--- config.mk ---
export PLATFORM = sky130hd
export DESIGN_NAME = bac_top
export DESIGN_NICKNAME = d
export VERILOG_FILES = /design/src/bac_pkg.sv /design/src/bac_top.sv /design/src/bac_sync.sv /design/src/bac_decode.sv
export SDC_FILE = /design/constraint.sdc
export NUM_CORES = 1
export LEC_CHECK = 0
export ABC_AREA = 0
export BUFFER_PORTS_ARGS = -buffer_cell sky130_fd_sc_hd__buf_2
export CELL_PAD_IN_SITES_DETAIL_PLACEMENT = 1
export CELL_PAD_IN_SITES_GLOBAL_PLACEMENT = 2
export CORE_ASPECT_RATIO = 0.8
export CORE_MARGIN = 5
export CORE_UTILIZATION = 39
export CTS_BUF_LIST = sky130_fd_sc_hd__clkbuf_2
export CTS_CLUSTER_DIAMETER = 150
export DETAILED_ROUTE_END_ITERATION = 8
export GPL_ROUTABILITY_DRIVEN = 1
export GPL_TIMING_DRIVEN = 1
export PLACE_DENSITY = 0.94
export RECOVER_POWER = 25
export SLEW_MARGIN = 20
export SYNTH_ARGS = -nofsm -noshare
export SYNTH_HDL_FRONTEND = slang
export SYNTH_HIERARCHICAL = 1
export SYNTH_SLANG_ARGS = --single-unit
--- constraint.sdc ---
create_clock -name aclk -period 5.7 [get_ports aclk]
set_clock_uncertainty 0.05 [all_clocks]
set_input_delay 1.425 -clock aclk [delete_from_list [all_inputs] [get_ports aclk]]
set_output_delay 1.425 -clock aclk [all_outputs]
set_load 0.01 [all_outputs]
--- src/bac_pkg.sv ---
/*
 * Shared constants and types of the burst address counter block.
 * Assumes one aclk domain and an AXI4-Lite register bus.
 */
package bac_pkg;

    // Two ports, each with its own counter, mask and mirror
    localparam int NUM_PORTS = 2;
    // Port address width of the larger variant
    localparam int ADDR_W    = 18;
    localparam int AXI_AW    = 8;
    localparam int AXI_DW    = 32;

    // Register reset values
    localparam logic [ADDR_W-1:0] COUNT_RST_VAL  = 18'h00000;
    localparam logic [ADDR_W-1:0] MASK_RST_VAL   = 18'h3ffff;
    localparam logic [ADDR_W-1:0] MIRROR_RST_VAL = 18'h00000;
    localparam logic [ADDR_W-1:0] ADDR_OUT_RST   = 18'h00000;

    // Increment steps, two when bit 0 is masked
    localparam logic [ADDR_W-1:0] STEP_ONE = 18'h00001;
    localparam logic [ADDR_W-1:0] STEP_TWO = 18'h00002;

    // Register map, byte addresses
    localparam logic [AXI_AW-1:0] REG_CTRL        = 8'h00;
    localparam logic [AXI_AW-1:0] REG_FLAGS       = 8'h04;
    localparam logic [AXI_AW-1:0] REG_PORT_BASE   = 8'h10;
    localparam logic [AXI_AW-1:0] REG_PORT_STRIDE = 8'h10;
    localparam logic [AXI_AW-1:0] REG_COUNT_OFS   = 8'h00;
    localparam logic [AXI_AW-1:0] REG_MASK_OFS    = 8'h04;
    localparam logic [AXI_AW-1:0] REG_MIRROR_OFS  = 8'h08;

    // Control register fields
    localparam int CTRL_SOFT_CLEAR_BIT = 0;

    // AXI responses
    localparam logic [1:0] RESP_OKAY   = 2'h0;
    localparam logic [1:0] RESP_SLVERR = 2'h2;

    // Control pins of one port, all active low except port_select_high
    typedef struct packed {
        logic counter_or_mask_select_n;
        logic counter_clear_n;
        logic address_strobe_n;
        logic count_enable_n;
        logic port_select_low;
        logic port_select_high;
    } bac_pins_t;

    localparam int PINS_W = $bits(bac_pins_t);
    localparam int SYNC_W = 1 + PINS_W + ADDR_W;

    // Counter state of one port
    typedef struct packed {
        logic [ADDR_W-1:0] count;
        logic [ADDR_W-1:0] mask;
        logic [ADDR_W-1:0] mirror;
        logic              wrap_n;
    } bac_state_t;

    // Operation decoded at a port clock rise
    typedef enum logic [3:0] {
        OP_HOLD,
        OP_CNT_CLR,
        OP_CNT_LOAD,
        OP_CNT_READ,
        OP_CNT_INC,
        OP_MSK_CLR,
        OP_MSK_LOAD,
        OP_MSK_READ,
        OP_RESERVED
    } bac_op_t;

endpackage

--- src/bac_top.sv ---
/*
 * Burst address counter, mask and mirror per port, with an AXI4-Lite
 * slave for readback and a soft clear.
 * Assumes port pins slow against aclk: port clock high and low three aclk
 * each, controls and address steady two aclk around each port clock rise.
 */
// Implementation choices: the placing of the registers and the AXI4-Lite interface to the registers.
// Behaviour
// - Master clear acts asynchronously; counters zero, masks ones
// - Master or mask-then-counter clear zeroes counter, mirror
// - Controls sampled on own port clock; chip selects gate only the data float
// - Counter clear zeroes unmasked bits, copies to mirror
// - Counter load from address lines into counter, mirror
// - Counter readback drives address lines after next edge
// - Readback with port enabled floats the data lines
// - Increment unmasked bits by one, two if bit0 masked
// - Increment from all-ones reloads counter from mirror
// - Wrap flag low after an increment to all-ones, high after other increments
// - Clears, loads and master clear raise wrap flag
// - Hold keeps counter, mask and mirror unchanged
// - Mask clear sets every mask bit to one
// - Mask load from the address lines
// - Mask readback drives address lines after next edge
// - Counter and mask change only through their operations
// - Counter, mask and mirror are address wide
`timescale 1ns/1ps
module bac_top
    import bac_pkg::*;
(
    input  wire logic              aclk, // System clock
    input  wire logic              aresetn, // Sync reset, active low
    input  wire logic              master_clear_n, // Async master clear pin
    // AXI4-Lite slave
    input  wire logic [AXI_AW-1:0] s_axi_awaddr, // AW address
    input  wire logic              s_axi_awvalid, // AW valid
    output logic                   s_axi_awready, // AW ready
    input  wire logic [AXI_DW-1:0] s_axi_wdata, // W data
    input  wire logic [3:0]        s_axi_wstrb, // W strobes
    input  wire logic              s_axi_wvalid, // W valid
    output logic                   s_axi_wready, // W ready
    output logic [1:0]             s_axi_bresp, // B response
    output logic                   s_axi_bvalid, // B valid
    input  wire logic              s_axi_bready, // B ready
    input  wire logic [AXI_AW-1:0] s_axi_araddr, // AR address
    input  wire logic              s_axi_arvalid, // AR valid
    output logic                   s_axi_arready, // AR ready
    output logic [AXI_DW-1:0]      s_axi_rdata, // R data
    output logic [1:0]             s_axi_rresp, // R response
    output logic                   s_axi_rvalid, // R valid
    input  wire logic              s_axi_rready, // R ready
    // Memory port pins
    input  wire logic              port_clk       [NUM_PORTS], // Port clock pins
    input  wire bac_pins_t         port_ctl       [NUM_PORTS], // Port control pins
    input  wire logic [ADDR_W-1:0] addr_in        [NUM_PORTS], // Address lines, input
    output logic      [ADDR_W-1:0] addr_out       [NUM_PORTS], // Address lines, readback
    output logic                   addr_oe_n      [NUM_PORTS], // Address drive, low drives
    output logic                   data_float     [NUM_PORTS], // Forces data lines high-Z
    output logic                   count_wrap_flag_n [NUM_PORTS] // Counter wrap flag
);

    // Readable per-port state
    logic [ADDR_W-1:0] count_rd  [NUM_PORTS];
    logic [ADDR_W-1:0] mask_rd   [NUM_PORTS];
    logic [ADDR_W-1:0] mirror_rd [NUM_PORTS];
    wire  [NUM_PORTS-1:0] wrap_rd;

    logic soft_clear_q;

    // Per-port counter, mask and mirror
    genvar p;
    generate
        for (p = 0; p < NUM_PORTS; p++) begin : g_port
            logic [SYNC_W-1:0] raw;
            logic [SYNC_W-1:0] synced;
            logic              clk_prev_q;
            bac_state_t        state_q;
            wire bac_state_t   state_d;
            logic [ADDR_W-1:0] addr_out_q;
            logic [ADDR_W-1:0] addr_out_d;
            logic              oe_n_q;
            logic              oe_n_d;
            logic              float_q;
            logic              float_d;
            bac_op_t           op;

            // Clock, controls and address share one synchroniser so they align
            assign raw = {port_clk[p], port_ctl[p], addr_in[p]};

            bac_sync #(
                .W (SYNC_W)
            ) u_sync (
                .aclk    (aclk),
                .aresetn (aresetn),
                .d       (raw),
                .q       (synced)
            );

            wire              s_clk  = synced[SYNC_W-1];
            wire bac_pins_t   s_pins = synced[SYNC_W-2:ADDR_W];
            wire [ADDR_W-1:0] s_addr = synced[ADDR_W-1:0];
            wire              p_edge = s_clk & ~clk_prev_q;

            bac_decode u_decode (
                .pins (s_pins),
                .op   (op)
            );

            // Operation strobes, one aclk wide per port clock rise
            wire do_cclr  = p_edge && (op == OP_CNT_CLR);
            wire do_cload = p_edge && (op == OP_CNT_LOAD);
            wire do_cread = p_edge && (op == OP_CNT_READ);
            wire do_inc   = p_edge && (op == OP_CNT_INC);
            wire do_mclr  = p_edge && (op == OP_MSK_CLR);
            wire do_mload = p_edge && (op == OP_MSK_LOAD);
            wire do_mread = p_edge && (op == OP_MSK_READ);
            wire do_read  = do_cread | do_mread;

            // Masked bits never move; carries out of the unmasked field drop
            wire [ADDR_W-1:0] masked_keep = state_q.count & ~state_q.mask;
            wire              unmask_full = (state_q.count & state_q.mask) == state_q.mask;
            wire [ADDR_W-1:0] step        = state_q.mask[0] ? STEP_ONE : STEP_TWO;
            wire [ADDR_W-1:0] inc_sum     = ADDR_W'(state_q.count + step);
            wire [ADDR_W-1:0] inc_val     = unmask_full ? state_q.mirror
                                          : (masked_keep | (inc_sum & state_q.mask));
            wire              inc_full    = (inc_val & state_q.mask) == state_q.mask;

            // Next state; anything not listed holds, reserved included
            assign state_d.count  = do_cclr  ? masked_keep
                                  : do_cload ? s_addr
                                  : do_inc   ? inc_val
                                  : state_q.count;
            assign state_d.mirror = do_cclr  ? masked_keep
                                  : do_cload ? s_addr
                                  : state_q.mirror;
            assign state_d.mask   = do_mclr  ? MASK_RST_VAL
                                  : do_mload ? s_addr
                                  : state_q.mask;
            assign state_d.wrap_n = do_inc ? ~inc_full
                                  : (do_cclr | do_cload | do_mclr | do_mload) ? 1'b1
                                  : state_q.wrap_n;

            // Readback is registered at the edge, so it shows after it
            assign addr_out_d = do_cread ? state_q.count
                              : do_mread ? state_q.mask
                              : addr_out_q;
            assign oe_n_d     = p_edge ? ~do_read : oe_n_q;
            assign float_d    = p_edge ? (do_read & ~s_pins.port_select_low
                                                  & s_pins.port_select_high)
                                       : float_q;

            // Master clear is asynchronous; soft clear and aresetn act on aclk
            always_ff @(posedge aclk or negedge master_clear_n) begin
                if (!master_clear_n) begin
                    state_q.count  <= COUNT_RST_VAL;
                    state_q.mask   <= MASK_RST_VAL;
                    state_q.mirror <= MIRROR_RST_VAL;
                    state_q.wrap_n <= 1'b1;
                end else if (!aresetn || soft_clear_q) begin
                    state_q.count  <= COUNT_RST_VAL;
                    state_q.mask   <= MASK_RST_VAL;
                    state_q.mirror <= MIRROR_RST_VAL;
                    state_q.wrap_n <= 1'b1;
                end else begin
                    state_q <= state_d;
                end
            end

            // Pin-facing outputs and the edge detector
            always_ff @(posedge aclk) begin
                if (!aresetn) begin
                    clk_prev_q <= 1'b0;
                    addr_out_q <= ADDR_OUT_RST;
                    oe_n_q     <= 1'b1;
                    float_q    <= 1'b0;
                end else begin
                    clk_prev_q <= s_clk;
                    addr_out_q <= addr_out_d;
                    oe_n_q     <= oe_n_d;
                    float_q    <= float_d;
                end
            end

            assign addr_out[p]          = addr_out_q;
            assign addr_oe_n[p]         = oe_n_q;
            assign data_float[p]        = float_q;
            assign count_wrap_flag_n[p] = state_q.wrap_n;
            assign count_rd[p]          = state_q.count;
            assign mask_rd[p]           = state_q.mask;
            assign mirror_rd[p]         = state_q.mirror;
            assign wrap_rd[p]           = state_q.wrap_n;
        end
    endgenerate

    // AXI4-Lite write path: address and data taken in either order
    logic              aw_hold_q;
    logic [AXI_AW-1:0] awaddr_q;
    logic              w_hold_q;
    logic [AXI_DW-1:0] wdata_q;
    logic [3:0]        wstrb_q;
    logic              bvalid_q;
    logic [1:0]        bresp_q;

    assign s_axi_awready = ~aw_hold_q & ~bvalid_q;
    assign s_axi_wready  = ~w_hold_q & ~bvalid_q;

    wire              aw_take  = s_axi_awvalid & s_axi_awready;
    wire              w_take   = s_axi_wvalid & s_axi_wready;
    wire              aw_have  = aw_hold_q | aw_take;
    wire              w_have   = w_hold_q | w_take;
    wire              wr_fire  = aw_have & w_have & ~bvalid_q;
    wire [AXI_AW-1:0] wr_addr  = aw_hold_q ? awaddr_q : s_axi_awaddr;
    wire [AXI_DW-1:0] wr_data  = w_hold_q ? wdata_q : s_axi_wdata;
    wire [3:0]        wr_strb  = w_hold_q ? wstrb_q : s_axi_wstrb;
    // Only the control register is writable; the rest answer SLVERR
    wire              wr_ctrl  = wr_fire && (wr_addr == REG_CTRL);
    wire              clear_go = wr_ctrl & wr_strb[0] & wr_data[CTRL_SOFT_CLEAR_BIT];

    // Write channel state; soft clear is a one-cycle pulse
    always_ff @(posedge aclk) begin
        if (!aresetn) begin
            aw_hold_q    <= 1'b0;
            awaddr_q     <= '0;
            w_hold_q     <= 1'b0;
            wdata_q      <= '0;
            wstrb_q      <= '0;
            bvalid_q     <= 1'b0;
            bresp_q      <= RESP_OKAY;
            soft_clear_q <= 1'b0;
        end else begin
            aw_hold_q    <= aw_have & ~wr_fire;
            w_hold_q     <= w_have & ~wr_fire;
            if (aw_take) begin
                awaddr_q <= s_axi_awaddr;
            end
            if (w_take) begin
                wdata_q <= s_axi_wdata;
                wstrb_q <= s_axi_wstrb;
            end
            if (wr_fire) begin
                bvalid_q <= 1'b1;
                bresp_q  <= wr_ctrl ? RESP_OKAY : RESP_SLVERR;
            end else if (s_axi_bready) begin
                bvalid_q <= 1'b0;
            end
            soft_clear_q <= clear_go;
        end
    end

    assign s_axi_bvalid = bvalid_q;
    assign s_axi_bresp  = bresp_q;

    // AXI4-Lite read path: one read outstanding, answer next cycle
    logic              rvalid_q;
    logic [AXI_DW-1:0] rdata_q;
    logic [1:0]        rresp_q;
    logic [AXI_DW-1:0] port_word [NUM_PORTS];
    wire  [NUM_PORTS-1:0] port_hit;
    logic [AXI_DW-1:0] port_or;

    assign s_axi_arready = ~rvalid_q;
    wire ar_take = s_axi_arvalid & s_axi_arready;

    // Per-port read decode
    generate
        for (p = 0; p < NUM_PORTS; p++) begin : g_rd
            localparam logic [AXI_AW-1:0] PB = AXI_AW'(REG_PORT_BASE + p * REG_PORT_STRIDE);
            wire hit_c = s_axi_araddr == AXI_AW'(PB + REG_COUNT_OFS);
            wire hit_m = s_axi_araddr == AXI_AW'(PB + REG_MASK_OFS);
            wire hit_r = s_axi_araddr == AXI_AW'(PB + REG_MIRROR_OFS);
            assign port_hit[p]  = hit_c | hit_m | hit_r;
            assign port_word[p] = hit_c ? AXI_DW'(count_rd[p])
                                : hit_m ? AXI_DW'(mask_rd[p])
                                : hit_r ? AXI_DW'(mirror_rd[p])
                                : '0;
        end
    endgenerate

    // At most one port word is non-zero, so an OR merges them
    always_comb begin
        port_or = '0;
        for (int i = 0; i < NUM_PORTS; i++) begin
            port_or = port_or | port_word[i];
        end
    end

    wire hit_ctrl  = s_axi_araddr == REG_CTRL;
    wire hit_flags = s_axi_araddr == REG_FLAGS;
    wire rd_hit    = hit_ctrl | hit_flags | (|port_hit);
    wire [AXI_DW-1:0] rd_word = hit_flags ? AXI_DW'(wrap_rd) : port_or;

    // Read data is captured when the address is taken
    always_ff @(posedge aclk) begin
        if (!aresetn) begin
            rvalid_q <= 1'b0;
            rdata_q  <= '0;
            rresp_q  <= RESP_OKAY;
        end else if (ar_take) begin
            rvalid_q <= 1'b1;
            rdata_q  <= rd_word;
            rresp_q  <= rd_hit ? RESP_OKAY : RESP_SLVERR;
        end else if (s_axi_rready) begin
            rvalid_q <= 1'b0;
        end
    end

    assign s_axi_rvalid = rvalid_q;
    assign s_axi_rdata  = rdata_q;
    assign s_axi_rresp  = rresp_q;

endmodule

--- src/bac_sync.sv ---
/*
 * Two-flop synchroniser for a vector of pin inputs.
 * Assumes quasi-static bits; bits moving together may land apart.
 */
`timescale 1ns/1ps
module bac_sync
    import bac_pkg::*;
#(
    parameter int W = 1
) (
    input  wire logic         aclk,    // System clock
    input  wire logic         aresetn, // Synchronous reset, active low
    input  wire logic [W-1:0] d,       // Asynchronous inputs
    output logic      [W-1:0] q        // Synchronised outputs
);

    logic [W-1:0] meta_q;

    // First stage feeds only the second stage
    always_ff @(posedge aclk) begin
        if (!aresetn) begin
            meta_q <= '0;
            q      <= '0;
        end else begin
            meta_q <= d;
            q      <= meta_q;
        end
    end

endmodule

--- src/bac_decode.sv ---
/*
 * Decodes one port's four control pins into an operation.
 * Assumes the pins have already been synchronised to aclk.
 */
`timescale 1ns/1ps
module bac_decode
    import bac_pkg::*;
(
    input  wire bac_pins_t pins, // Synchronised control pins
    output bac_op_t        op    // Selected operation
);

    wire cnt_sel = pins.counter_or_mask_select_n;
    wire clr_n   = pins.counter_clear_n;
    wire ads_n   = pins.address_strobe_n;
    wire cen_n   = pins.count_enable_n;

    // Clear wins over strobe and enable; chip selects play no part
    wire bac_op_t cnt_op = !ads_n ? (!cen_n ? OP_CNT_LOAD : OP_CNT_READ)
                                  : (!cen_n ? OP_CNT_INC : OP_HOLD);
    wire bac_op_t msk_op = !ads_n ? (!cen_n ? OP_MSK_LOAD : OP_MSK_READ)
                                  : OP_RESERVED;

    assign op = !clr_n ? (cnt_sel ? OP_CNT_CLR : OP_MSK_CLR)
                       : (cnt_sel ? cnt_op : msk_op);

endmodule

# Word level (Yosys, flattened, before mapping)
# Index checks and enable logic that the tools add are counted.
# word_totals
ff_bits	303
in_bits	110
output_inout_bits	83
elab_cells	209
# classes
n_addsub	2
eq_ne	25
muxes	60
n_bitwise	59
reduce_logical	32
# op_table
operator	n
$mux 18	27
$and 18x18->18	8
$mux 55	2
$eq 18x18->1	4
$or 18x18->18	3
$add 18x2->18	2
$not 18->18	2
$eq 4x3->1 const B	8
$mux 4	8
$eq 8x5->1 const B	3
$eq 8x6->1 const B	3
$reduce_bool 3->1	6
$and 1x1->1	17
$eq 4x2->1 const B	4
$logic_not 8->1	2
$or 1x1->1	16
$logic_and 1x1->1	15
$mux 1	14
$not 1->1	13
$mux 3	4
$eq 4x1->1 const B	2
$eq 8x3->1 const B	1
$mux 2	4
$mux 8	1
5 further kinds	9

# Depth between registers and ports, before layout
# Gate-level depths: netlist of run 1.
# depth
depth_word	12
depth_mapped	12
mapped_depth_nobuf	11

# Cells and area by module
# Netlist of run 1, hierarchy kept.
# by_module_without_submodules
mod	instances	cells_per_inst	area_per_inst_um2
bac_top	1	1443	11692.5
bac_sync	2	105	1388.8
bac_decode	2	7	41.3

# Least setup slack after synthesis of run 1
# OpenSTA, ideal clock, no wires.
# synth_path
path_kind	input port to flip-flop
startpoint	input port s_axi_araddr[3]
endpoint	register rdata_q[14] (netlist: s_axi_rdata[14])
setup_ns	0.132
t_arrival_ns	2.925
t_required_ns	5.518
slack_ns	2.593
stages	9
path_buffers	2
cell_sequence	nor3_1 and4b_1 clkbuf_1 nand2_1 clkbuf_1 nor2_1 a21oi_1 a211oi_1 a21oi_1
# synth_via
elab_chain_cells	6
# synth_lines
element	line_no	text
from (decl)	bac_top.sv:44	input wire logic [AXI_AW-1:0] s_axi_araddr,
$eq 8x5->1 / $eq 8x6->1 (equally long branches)	bac_top.sv:269	wire hit_r = s_axi_araddr == AXI_AW'(PB + REG_MIRROR_OFS);
$mux 18	bac_top.sv:273	: hit_r ? AXI_DW'(mirror_rd[p])
$mux 18	bac_top.sv:272	: hit_m ? AXI_DW'(mask_rd[p])
$mux 18	bac_top.sv:271	assign port_word[p] = hit_c ? AXI_DW'(count_rd[p])
$or 18x18->18	bac_top.sv:282	port_or = port_or | port_word[i];
$mux 18 (*)	bac_top.sv:289	wire [AXI_DW-1:0] rd_word = hit_flags ? AXI_DW'(wrap_rd) : port_or;
to (signal assigned)	bac_top.sv:299	rdata_q <= rd_word;
to (decl)	bac_top.sv:254	logic [AXI_DW-1:0] rdata_q;
# Mark *: on every way between the ends. The rest lies on a longest branch, timed or not.
# A chain may end at the register's enable or synchronous reset.

==> results by group, run 1 <==
Worst setup path
  – Worst path buffer plus inverter count: 2
  – Slowest library cell on the worst path: clkbuf_1
  – CP arrival: approximately 4.9 ns
  – Worst path max stage delay: just under 2 ns
  – Crit end category: asynchronous set/reset pin
  – WS Path Type: in2async
  – CP Max Fanout: 45
  – Worst setup SP type: input port
  – Critical path, cell by cell: clkbuf_1 > clkbuf_1
  – Crit path top cell by count: clkbuf_1
  – Req. time, crit path: roughly 6.3 ns
  – Crit path max-delay family: buffers and inverters

Yosys
  – Synthesized area per cell: 8.730 µm²
  – Synth Area in Compound Gates: 21.48%
  – Async set-reset flop share out of synthesis: between 30% and 40%
  – Synth warn: 6
  – Synth Cell Area: approximately 0.015 mm²
  – Distinct cells, synth: 79
  – XOR/XNOR Fraction of Synth Area: 3.130%
  – Largest family of logic cells by synthesized area: compound AO/OA/AOI/OAI gates
  – Mux cell area share after synthesis: between 3 and 4%
  – Post-Synth Simple-Gate Area: approximately 21%
  – Post-synthesis cell count: 1,667
  – EDFF count, synth: 0
  – Ys flop type: dfxtp_1
  – Adder-cell share of the synthesized area: 0.9629%
  – Post-synthesis sequential area ratio: 43.59%
  – #FFs+latches synth: 287

Power
  – P_leak: 7.798 nW
  – Clk network pwr share: 36.8%
  – Peak VDD IR: 0.1038 mV
  – Combinational power share: 9.8%
  – PD cells: 247.6 mW/mm²
  – Power Total: between 4 and 5 mW
  – Int Power: 2.832 mW
  – Seq pwr share: 53.4%
  – Net Sw Frac: slightly below 30%
  – NetSw: around 1.2 mW

CTS
  – Worst skew pair latency: 0.92 ns
  – CTS tree: yes
  – Post-cts hold buffer count: 0
  – CTS Buf Count: 78
  – Worst-path clk slew: 0.09 ns
  – # resized after CTS: 0
  – CTS sink count: 287
  – H-tree depth: 3
  – Clock tree root driver cell: clkbuf_2
  – Setup Buffers After CTS: 0
  – Max Root-Sink Buffers: 3

Run status
  – Failing checks: max-capacitance violations, max-slew violations
  – Status: finished with violations

Die
  – DIE WIDTH: 226.0 µm
  – Number of placement rows: 63
  – Top Ports: approximately 190
  – CORE AREA: 0.03697 mm²
  – Die Ht: 182.8 µm
  – Starting Density: around two fifths
  – Die Area: 0.04130 mm²

Place
  – Dpl hpwl: 37,850 µm
  – Input/output buffers: 142
  – Placer congestion estimate: 0.9779

Final layout
  – Most common cell after layout, fill and taps aside: nand2_1
  – Seq. cell area: 0.006344 mm²
  – Area occupied by multi-input gates: 0.007436 mm²
  – Share of cells above drive strength 1: a little under a quarter
  – Commonest non-fill, non-tap cells in the layout: nand2_1 (254), dfxtp_1 (177), buf_2 (140), clkbuf_2 (121), nor2_1 (101)
  – Layout Nets: 1,911
  – Area delta synth->final: 11.65%
  – Fillers: 4,463

Timing
  – Max Slew Vio Count: 122
  – Final hold vios: 0
  – Slew HR: -91.56%
  – Peak Freq: 230.3 MHz
  – RSZ-0062 raised after global routing: false
  – TNS Setup: 0 ns
  – Minimum clock period: 4.342 ns
  – Final count of negative-setup-slack endpoints: 0
  – Final period utilization: between 70 and 80%
  – Slew @ Worst Pin: 2.873 ns

Global routing
  – Vias in the first global route: approximately 14k
  – First-pass GRT wire length: between 80,000 and 90,000 µm
  – Pin count of the biggest net entering global routing: approximately 140
  – Total Routing Usage GR: 24.92%
  – Gr ovfl total: 0
  – Initial antenna violation count: 4

Drt
  – DRC violations left: 0
  – Wire per inst: 22.66 µm
  – DR vias/cell: 5.797
  – Total wire length: 53,020 µm
  – First drt pass iteration count: 5
  – 1st-iter DRT viols: around 1.2k
  – Via Count: about 14k
  – Antenna viol nets, final: 0

Run
  – Maxcap violations: 3

Worst hold path
  – Worst min path class: reg2reg
synthesized netlist by cell type (all sizes together), types with 9 or more instances:
master  instances  area share [%]
xnor2          33             2.0
mux2i          55             3.8
dfxtp         177              24
nor4            9            0.43
o211ai         55             2.8
nor2          102             2.6
o22ai          14            0.60
a21oi          78             2.7
nor3           14            0.55
inv            56             1.4
buf            54             2.3
a22oi          19            0.98
nand2b         26             1.1
clkbuf         90             2.4
a21boi          9            0.46
dfrtp          72              12
o21ai         101             3.5
nand4          12            0.52
nand3          34             1.2
nand2         254             6.6
a21o           13            0.67
dfstp          38             6.9
xor2           19             1.1
nor2b          22            0.95
and2          111             5.5
o221ai          9            0.54
a211oi         15            0.77
a221oi         14            0.89
o211a          42             2.9
a31oi          19            0.82
cell families (layout without fill, tap and decap cells):
group | after synthesis | count (layout)
mux | 57 | 57
fa+ha+maj | 10 | 10
compound gates | 450 | 450
xor+xnor | 52 | 52
buf+inv | 200 | 368
flops | 287 | 287
other cells | 1 | 19
simple gates | 610 | 610
metrics by stage:
step	setup WS, ns	cells	instance area, µm²	hold WS (ns)	utilization (%)
6_report	1.358	2340	16250	0.3461	43.95
5_1_grt	0.8675	2340	16250	0.3465	43.95
3_3_place_gp	1.743	2198	15530	0.3662	42.01
3_5_place_dp	1.675	2198	15550	0.3766	42.06
4_1_cts	1.780	2337	16250	0.3499	43.95
2_1_floorplan	2.593	1682	14610	0.3557	-
flip-flops by register name, summed over array words and instances, names as in the netlist:
name and cells:
wstrb_q 1, soft_clear_q 1, wdata_q 1, g_port.addr_out_q 36
g_port.float_q 2, s_axi_rresp 1, g_port.u_sync/meta_q 50, g_port.clk_prev_q 2
g_port.oe_n_q 2, s_axi_bvalid 1, w_hold_q 1, s_axi_rvalid 1
s_axi_rdata 18, g_port.state_q 72, aw_hold_q 1, awaddr_q 8
s_axi_bresp 1, count_wrap_flag_n 2, count_rd 36, g_port.u_sync/q 50
power by group through the flow:
stage          clock network, mW  registers, mW  logic [mW]
3_5_place_dp                   0           2.19       0.389
5_1_grt                     1.66           2.16       0.429
2_1_floorplan                  0           2.16       0.247
6_report                    1.48           2.15       0.394
3_3_place_gp                   0           2.19       0.375
4_1_cts                     1.54           2.15       0.391
per-layer routing:
layer | vias up | wire length, µm | track usage (%)
met4 | 0 | 1560 | 8.712
met3 | 101 | 4568 | 5.681
li1 | 6119 | - | -
met1 | 6764 | 24220 | 36.55
met2 | 582 | 22670 | 36.11
met5 | - | 0 | 0
final cells by class:
| cell class | count | area share [%] |
|---|---|---|
| timing repair buffer | 173 | 5.791 |
| sequential | 287 | 39.04 |
| clock inverter | 18 | 0.5852 |
| inverter | 56 | 1.294 |
| clock buffer | 121 | 3.727 |
| antenna | 3 | 0.04620 |
| multi-input combinational | 1195 | 45.76 |
| tap | 487 | 3.750 |
path summary, 6_finish.rpt:
path / from / end / slack (ns) / cells after the start
worst max-delay path: master_clear_n / count_rd[33] / 1.36 / 2
worst min-delay path: g_port[1].u_sync/q[6] / g_port[1].state_q[25] / 0.35 / 2
worst max register to register: g_port[0].state_q[19] / count_wrap_flag_n[1] / 1.63 / 10
worst min register to register: g_port[1].u_sync/q[6] / g_port[1].state_q[25] / 0.35 / 2
max in group aclk: g_port[0].state_q[19] / count_wrap_flag_n[1] / 1.63 / 10
min in group asynchronous: master_clear_n / count_rd[12] / 1.39 / 1
No activity file was read; power rests on OpenSTA's default activity.
==> run 2: changes to the inputs <==
CORE_UTILIZATION = 37   (was 39)
PLACE_DENSITY = 0.9   (was 0.94)
clock period = 4.5 ns   (was 5.7 ns; I/O delays follow)
==> results by group, run 2 (same netlist as run 1, synthesis figures left out) <==
Final layout
  – Commonest non-fill, non-tap cells in the layout: nand2_1 (254), dfxtp_1 (177), buf_2 (140), clkbuf_2 (124), nor2_1 (101)
  – Layout Nets: 1,926 (+0.78%)
  – Most common cell after layout, fill and taps aside: nand2_1
  – Fillers: 4,698 (+5.3%)
  – Area delta synth->final: 12.94%
  – Register with the most flip-flops: g_port.state_q
  – Share of cells above drive strength 1: 24.36% (+0.68 points)
  – Top flop regs: g_port.state_q x72, g_port.u_sync/meta_q x50, g_port.u_sync/q x50
  – Max reg flops: 72 (unchanged)

Worst hold path
  – Worst min path class: in2reg
  – Worst Hold Launch: addr_in[19]
  – Hold EP: g_port[0].u_sync/meta_q[1]
  – Hold depth: 2 (unchanged)

Drt
  – DRC violations left: 0 (unchanged)
  – First drt pass iteration count: 5 (unchanged)
  – Total wire length: 52,190 µm (-1.6%)
  – DR vias/cell: 5.575 (-3.8%)
  – Antenna viol nets, final: 0 (unchanged)
  – Via Count: 13.41k (-1.2%)
  – Wire per inst: 21.70 µm (-4.2%)
  – 1st-iter DRT viols: 1,149 (-1.5%)

Timing
  – TNS Setup: 0 ns (unchanged)
  – Max Slew Vio Count: 119 (-2.5%)
  – Final hold vios: 0 (unchanged)
  – Final WS setup: 0.8840 ns (-0.4737 ns)
  – Slew HR: -92.48% (-0.92 points)
  – Slew @ Worst Pin: 2.887 ns (+0.01374 ns)
  – Peak Freq: 276.5 MHz
  – Minimum clock period: 3.616 ns
  – RSZ-0062 raised after global routing: false
  – Final count of negative-setup-slack endpoints: 0 (unchanged)
  – Final period utilization: between 80% and 90%

Worst setup path
  – CP Max Fanout: 7 (-84%)
  – Slowest library cell on the worst path: dfstp_2
  – Crit path max-delay family: compound AO/OA/AOI/OAI gates
  – Critical path, cell by cell: ha_1 > inv_1 > fa_1 > nor4b_2 > buf_4 > nand3_1 > xor2_1 > a222oi_1 > a31oi_1 > a221o_1 > o21a_1
  – WS Path Type: reg2reg
  – RR Endpoint: count_wrap_flag_n[1]
  – Worst path buffer plus inverter count: 2 (unchanged)
  – Req. time, crit path: 5.35 ns (-0.91 ns)
  – Reg2Reg Setup Slack: 0.88 ns (-0.75 ns)
  – Worst Reg-to-Reg Cells: 11 (+1)
  – R2R Path Start: g_port[0].state_q[19]
  – Worst setup SP type: flop
  – CP arrival: 4.47 ns (-0.43 ns)
  – Crit end category: flop
  – Worst path max stage delay: 0.63 ns (-1.35 ns)

CTS
  – Setup Buffers After CTS: 0 (unchanged)
  – Clock tree root driver cell: clkbuf_2
  – CTS sink count: 287 (unchanged)
  – H-tree depth: 3 (unchanged)
  – Worst skew pair latency: 1.05 ns (+0.13 ns)
  – # resized after CTS: 0 (unchanged)
  – Max Root-Sink Buffers: 3 (unchanged)
  – CTS tree: yes
  – Worst-path clk slew: 0.10 ns (about the same)
  – Post-cts hold buffer count: 0 (unchanged)
  – CTS Buf Count: 79 (+1.3%)

Global routing
  – Total Routing Usage GR: 23.34% (-1.6 points)
  – Met2 usage: 33.60% (-2.5 points)
  – M3 GR Usage: 5.722% (+0.041 points)
  – Initial antenna violation count: 2 (-2)
  – First-pass GRT wire length: 80,140 µm (-1.1%)
  – Pin count of the biggest net entering global routing: 101 (-26%)
  – GRT met1 Usage: 34.25% (-2.3 points)
  – Vias in the first global route: 13.71k (+0.40%)
  – Most Crowded Layer GR: met1
  – Gr ovfl total: 0 (unchanged)

Power
  – Peak VDD IR: 0.1695 mV (+63%)
  – Combinational power share: 9.6% (-0.2 points)
  – NetSw: 1.524 mW (+28%)
  – Net Sw Frac: 29.40% (-0.21 points)
  – P_leak: 7.882 nW (+1.1%)
  – Seq pwr share: 52.5% (-0.9 points)
  – Int Power: 3.659 mW (+29%)
  – PD cells: 315.4 mW/mm² (+27%)
  – Clk network pwr share: 37.9% (+1.1 points)

Place
  – Input/output buffers: 142 (unchanged)
  – Placer congestion estimate: 0.9430 (-3.6%)
  – Post-Place Setup Slack: 0.9547 ns (-0.7207 ns)
  – Dpl hpwl: 37,400 µm (-1.2%)

Die
  – Die Area: 0.04342 mm² (+5.1%)
  – Die Ht: 187.4 µm (+2.5%)
  – Starting Density: 37.20% (-2.2 points)
  – DIE WIDTH: 231.7 µm (+2.5%)
  – Top Ports: 193 (unchanged)
  – CORE AREA: 0.03912 mm² (+5.8%)
  – Number of placement rows: 65 (+3.2%)

Run status
  – Failing checks: max-capacitance violations, max-slew violations
  – Status: finished with violations

Run
  – Maxcap violations: 2 (-1)
[run 2: cell count changes in the layout (fill, tap and decap cells not counted), sizes merged]
cell	change
inv	-1
clkinv	-2
bufinv	+1
clkbuf	+3
buf	+13
diode	+2
[run 2: per-stage QoR]
stage | cells | instance area (µm²) | utilization [%] | power, mW | hold WS, ns
2_1_floorplan | 1682 | 14610 | - | 3.048 | 0.3557
3_3_place_gp | 2261 | 15710 | 40.17 | 3.250 | 0.3648
3_5_place_dp | 2261 | 15710 | 40.17 | 3.269 | 0.3686
4_1_cts | 2400 | 16450 | 42.05 | 5.252 | 0.03493
5_1_grt | 2403 | 16430 | 42.00 | 5.462 | 0.1951
6_report | 2405 | 16440 | 42.02 | 5.183 | 0.2584
[run 2: worst max path at each step]
stage / slack (ns) / from / endpoint / depth (start not counted)
final: 0.88 / g_port[0].state_q[19] / count_wrap_flag_n[1] / 11
after global routing: 0.48 / master_clear_n / g_port[0].state_q[15] / 2
after CTS: 1.02 / g_port[0].state_q[19] / count_wrap_flag_n[1] / 11
after detailed placement: 0.95 / s_axi_araddr[5] / s_axi_rdata[1] / 10
after global placement: 1.02 / s_axi_araddr[5] / s_axi_rdata[0] / 10
after floorplan: 1.51 / g_port[0].state_q[19] / count_wrap_flag_n[1] / 10
[run 2: cell type report]
class	count	area (µm²)	area share, %
tap	536	670.6	4.080
clock buffer	123	615.6	3.745
clock inverter	16	120.1	0.7308
antenna	5	12.51	0.07613
inverter	56	210.2	1.279
timing repair buffer	187	1052	6.402
multi-input combinational	1195	7411	45.09
sequential	287	6344	38.60
[run 2: layer usage]
| metal | share of wire [%] | up-vias |
|---|---|---|
| met5 | 0 | - |
| met4 | 2.8 | 0 |
| met3 | 8.6 | 90 |
| met2 | 42 | 544 |
| met1 | 46 | 6633 |
| li1 | - | 6140 |
[run 2: power by group through the flow]
| stage | Combinational, mW | Clock, mW | Sequential [mW] |
|---|---|---|---|
| finish | 0.496 | 1.96 | 2.72 |
| global route | 0.543 | 2.19 | 2.73 |
| CTS | 0.496 | 2.04 | 2.72 |
| detailed placement | 0.494 | 0 | 2.78 |
| global placement | 0.479 | 0 | 2.77 |
| floorplan | 0.312 | 0 | 2.74 |
[run 2: worst reg2reg max path, stage by stage (launching register included)]
cell and delay [ns]:
dfstp_2 0.63, ha_1 0.22, inv_1 0.07, fa_1 0.50
nor4b_2 0.34, buf_4 0.21, nand3_1 0.10, xor2_1 0.17
a222oi_1 0.54, a31oi_1 0.19, a221o_1 0.33, o21a_1 0.18
==> run 3: changes to the inputs <==
CORE_UTILIZATION = 33   (was 37)
PLACE_DENSITY = 0.86   (was 0.9)
clock period = 3.1 ns   (was 4.5 ns; I/O delays follow)
==> results by group, run 3 (same netlist as run 1, synthesis figures left out) <==
Run status
  – Status: finished with violations
  – Failing checks: max-capacitance violations, max-slew violations

Die
  – Number of placement rows: 68 (+4.6%)
  – Starting Density: 33.54% (-3.7 points)
  – CORE AREA: 0.04339 mm² (+11%)
  – Die Ht: 197.8 µm (+5.6%)
  – DIE WIDTH: 244.8 µm (+5.6%)
  – Top Ports: 193 (unchanged)
  – Die Area: 0.04842 mm² (+12%)

Timing
  – Minimum clock period: 3.073 ns (-0.5433 ns)
  – Peak Freq: 325.4 MHz (+18%)
  – Final hold vios: 0 (unchanged)
  – Slew @ Worst Pin: 2.539 ns (-0.3479 ns)
  – Final count of negative-setup-slack endpoints: 0 (unchanged)
  – RSZ-0062 raised after global routing: true
  – TNS Setup: 0 ns (unchanged)
  – Final period utilization: 99.12% (+19 points)
  – Max Slew Vio Count: 177 (+49%)
  – Slew HR: -69.28% (+23 points)

Final layout
  – Most common cell after layout, fill and taps aside: nand2_1
  – Area occupied by multi-input gates: 0.007477 mm² (+0.89%)
  – Max reg flops: 72 (unchanged)
  – Commonest non-fill, non-tap cells in the layout: nand2_1 (254), dfxtp_1 (177), buf_2 (141), clkbuf_2 (119), buf_4 (112)
  – Share of cells above drive strength 1: 26.87% (+2.5 points)
  – Seq. cell area: 0.006345 mm² (about the same)
  – Design area: 0.01783 mm² (+8.5%)
  – Layout Nets: 2,064 (+7.2%)
  – Top flop regs: g_port.state_q x72, g_port.u_sync/meta_q x50, g_port.u_sync/q x50
  – Register with the most flip-flops: g_port.state_q
  – Area delta synth->final: 22.53%
  – Fillers: 5,178 (+10%)

Worst setup path
  – Crit end category: flop
  – Worst setup SP type: flop
  – Reg2Reg Setup Slack: 0.03 ns (-0.86 ns)
  – Req. time, crit path: 4.03 ns (-1.32 ns)
  – CP Max Fanout: 6 (-1)
  – Worst Reg-to-Reg Cells: 12 (+1)
  – R2R Path Start: g_port[0].state_q[19]
  – WS Path Type: reg2reg
  – CP arrival: 4.00 ns (-0.47 ns)
  – CP Launch Point: g_port[0].state_q[19]

Power
  – Peak VDD IR: 0.2145 mV (+27%)
  – PD cells: 432.4 mW/mm² (+37%)
  – P_leak: 8.552 nW (+8.5%)

Drt
  – First drt pass iteration count: 6 (+1)
  – Total wire length: 55,220 µm (+5.8%)
  – DRC violations left: 0 (unchanged)
  – 1st-iter DRT viols: 1,087 (-5.4%)
  – Antenna viol nets, final: 0 (unchanged)
  – Wire per inst: 21.51 µm (-0.87%)
  – DR vias/cell: 5.467 (-1.9%)
  – Via Count: 14.04k (+4.7%)

Place
  – Post-DP Area: 0.01636 mm² (+4.1%)
  – Dpl hpwl: 39,280 µm (+5.0%)
  – Input/output buffers: 142 (unchanged)
  – Placer congestion estimate: 0.9511 (+0.86%)

Worst hold path
  – Worst Hold Launch: s_axi_araddr[3]
  – Hold depth: 3 (+1)
  – Worst min path class: in2reg

CTS
  – Worst-path clk slew: 0.14 ns (+0.04 ns)
  – Max Root-Sink Buffers: 3 (unchanged)
  – Clock tree root driver cell: clkbuf_2
  – CTS tree: yes
  – CTS Buf Count: 78 (-1.3%)
  – H-tree depth: 3 (unchanged)
  – CTS sink count: 287 (unchanged)
  – Worst skew pair latency: 1.05 ns (about the same)

Global routing
  – Initial antenna violation count: 3 (+1)
  – First-pass GRT wire length: 84,900 µm (+5.9%)
  – Pin count of the biggest net entering global routing: 177 (+75%)
  – Total Routing Usage GR: 22.22% (-1.1 points)
  – Gr ovfl total: 0 (unchanged)
  – Vias in the first global route: 14.25k (+3.9%)

Run
  – Maxcap violations: 1 (-1)
## run 3: changes by cell type in the layout (fill, tap and decap cells not counted), sizes merged
cell         before  now
buf             183  260
bufinv            2    3
clkbuf          127  120
dlygate4sd3       0   64
clkinv           11   13
clkinvlp          0    1
## run 3: layer usage
| metal | part of all wire, % | track usage (%) |
|---|---|---|
| met1 | 47 | 31.47 |
| met2 | 44 | 33.48 |
| met3 | 7.5 | 5.722 |
| met4 | 2.2 | 6.793 |
| met5 | 0 | 0 |
## run 3: final timing paths
check / to
min in group asynchronous: g_port[0].state_q[9]
max in group asynchronous: count_wrap_flag_n[0]
worst max register to register: count_wrap_flag_n[1]
worst min-delay path: s_axi_rresp[1]
worst min register to register: g_port[0].u_sync/q[10]
worst max-delay path: count_wrap_flag_n[1]
## run 3: critical path, cell delays in order (launching register included)
cell and delay [ns]:
dfstp_2 0.58, buf_4 0.16, inv_1 0.08, ha_1 0.31, a21oi_2 0.30, nor3_2 0.10, and4_1 0.24, xnor2_1 0.14
a222oi_1 0.34, buf_4 0.21, a31oi_4 0.07, a221o_1 0.27, o21a_1 0.18
## run 3: cell type report
cell class | instances | area share, %
Clock inverter | 20 | 0.8912
Antenna cell | 5 | 0.07017
Clock buffer | 118 | 3.312
Timing Repair Buffer | 326 | 13.10
Inverter | 56 | 1.179
Sequential cell | 287 | 35.58
Tap cell | 560 | 3.930
Multi-Input combinational cell | 1195 | 41.93
## run 3: metrics by stage
step | power [mW] | utilization (%) | worst slack [ns] | hold slack (ns) | instances
after global placement | 4.762 | 37.69 | 0.07886 | 0.3670 | 2357
after CTS | 7.810 | 40.91 | 0.02005 | 0.01499 | 2559
final | 7.710 | 41.09 | 0.02728 | 0.08953 | 2567
after floorplan | 4.425 | - | 0.1080 | 0.3557 | 1682
after detailed placement | 4.786 | 37.70 | -0.04355 | 0.3722 | 2357
after global routing | 8.113 | 41.09 | -0.06348 | 0.06846 | 2566
## run 3: what timing repair did
item                                   in CTS  in global routing
endpoints found under the hold margin      89                  0
hold buffers                               64                  0
pin swaps                                   1                  7
buffers inserted                            0                  3
setup endpoints to repair                   1                  4
resized for setup                           1                 14
## run 3: where the power goes
group,leakage (nW),internal (mW),total (mW),switching [mW]
sequential,2.85,3.83,3.93,0.0933
clock,0.568,1.25,2.92,1.66
combinational,5.14,0.368,0.866,0.498
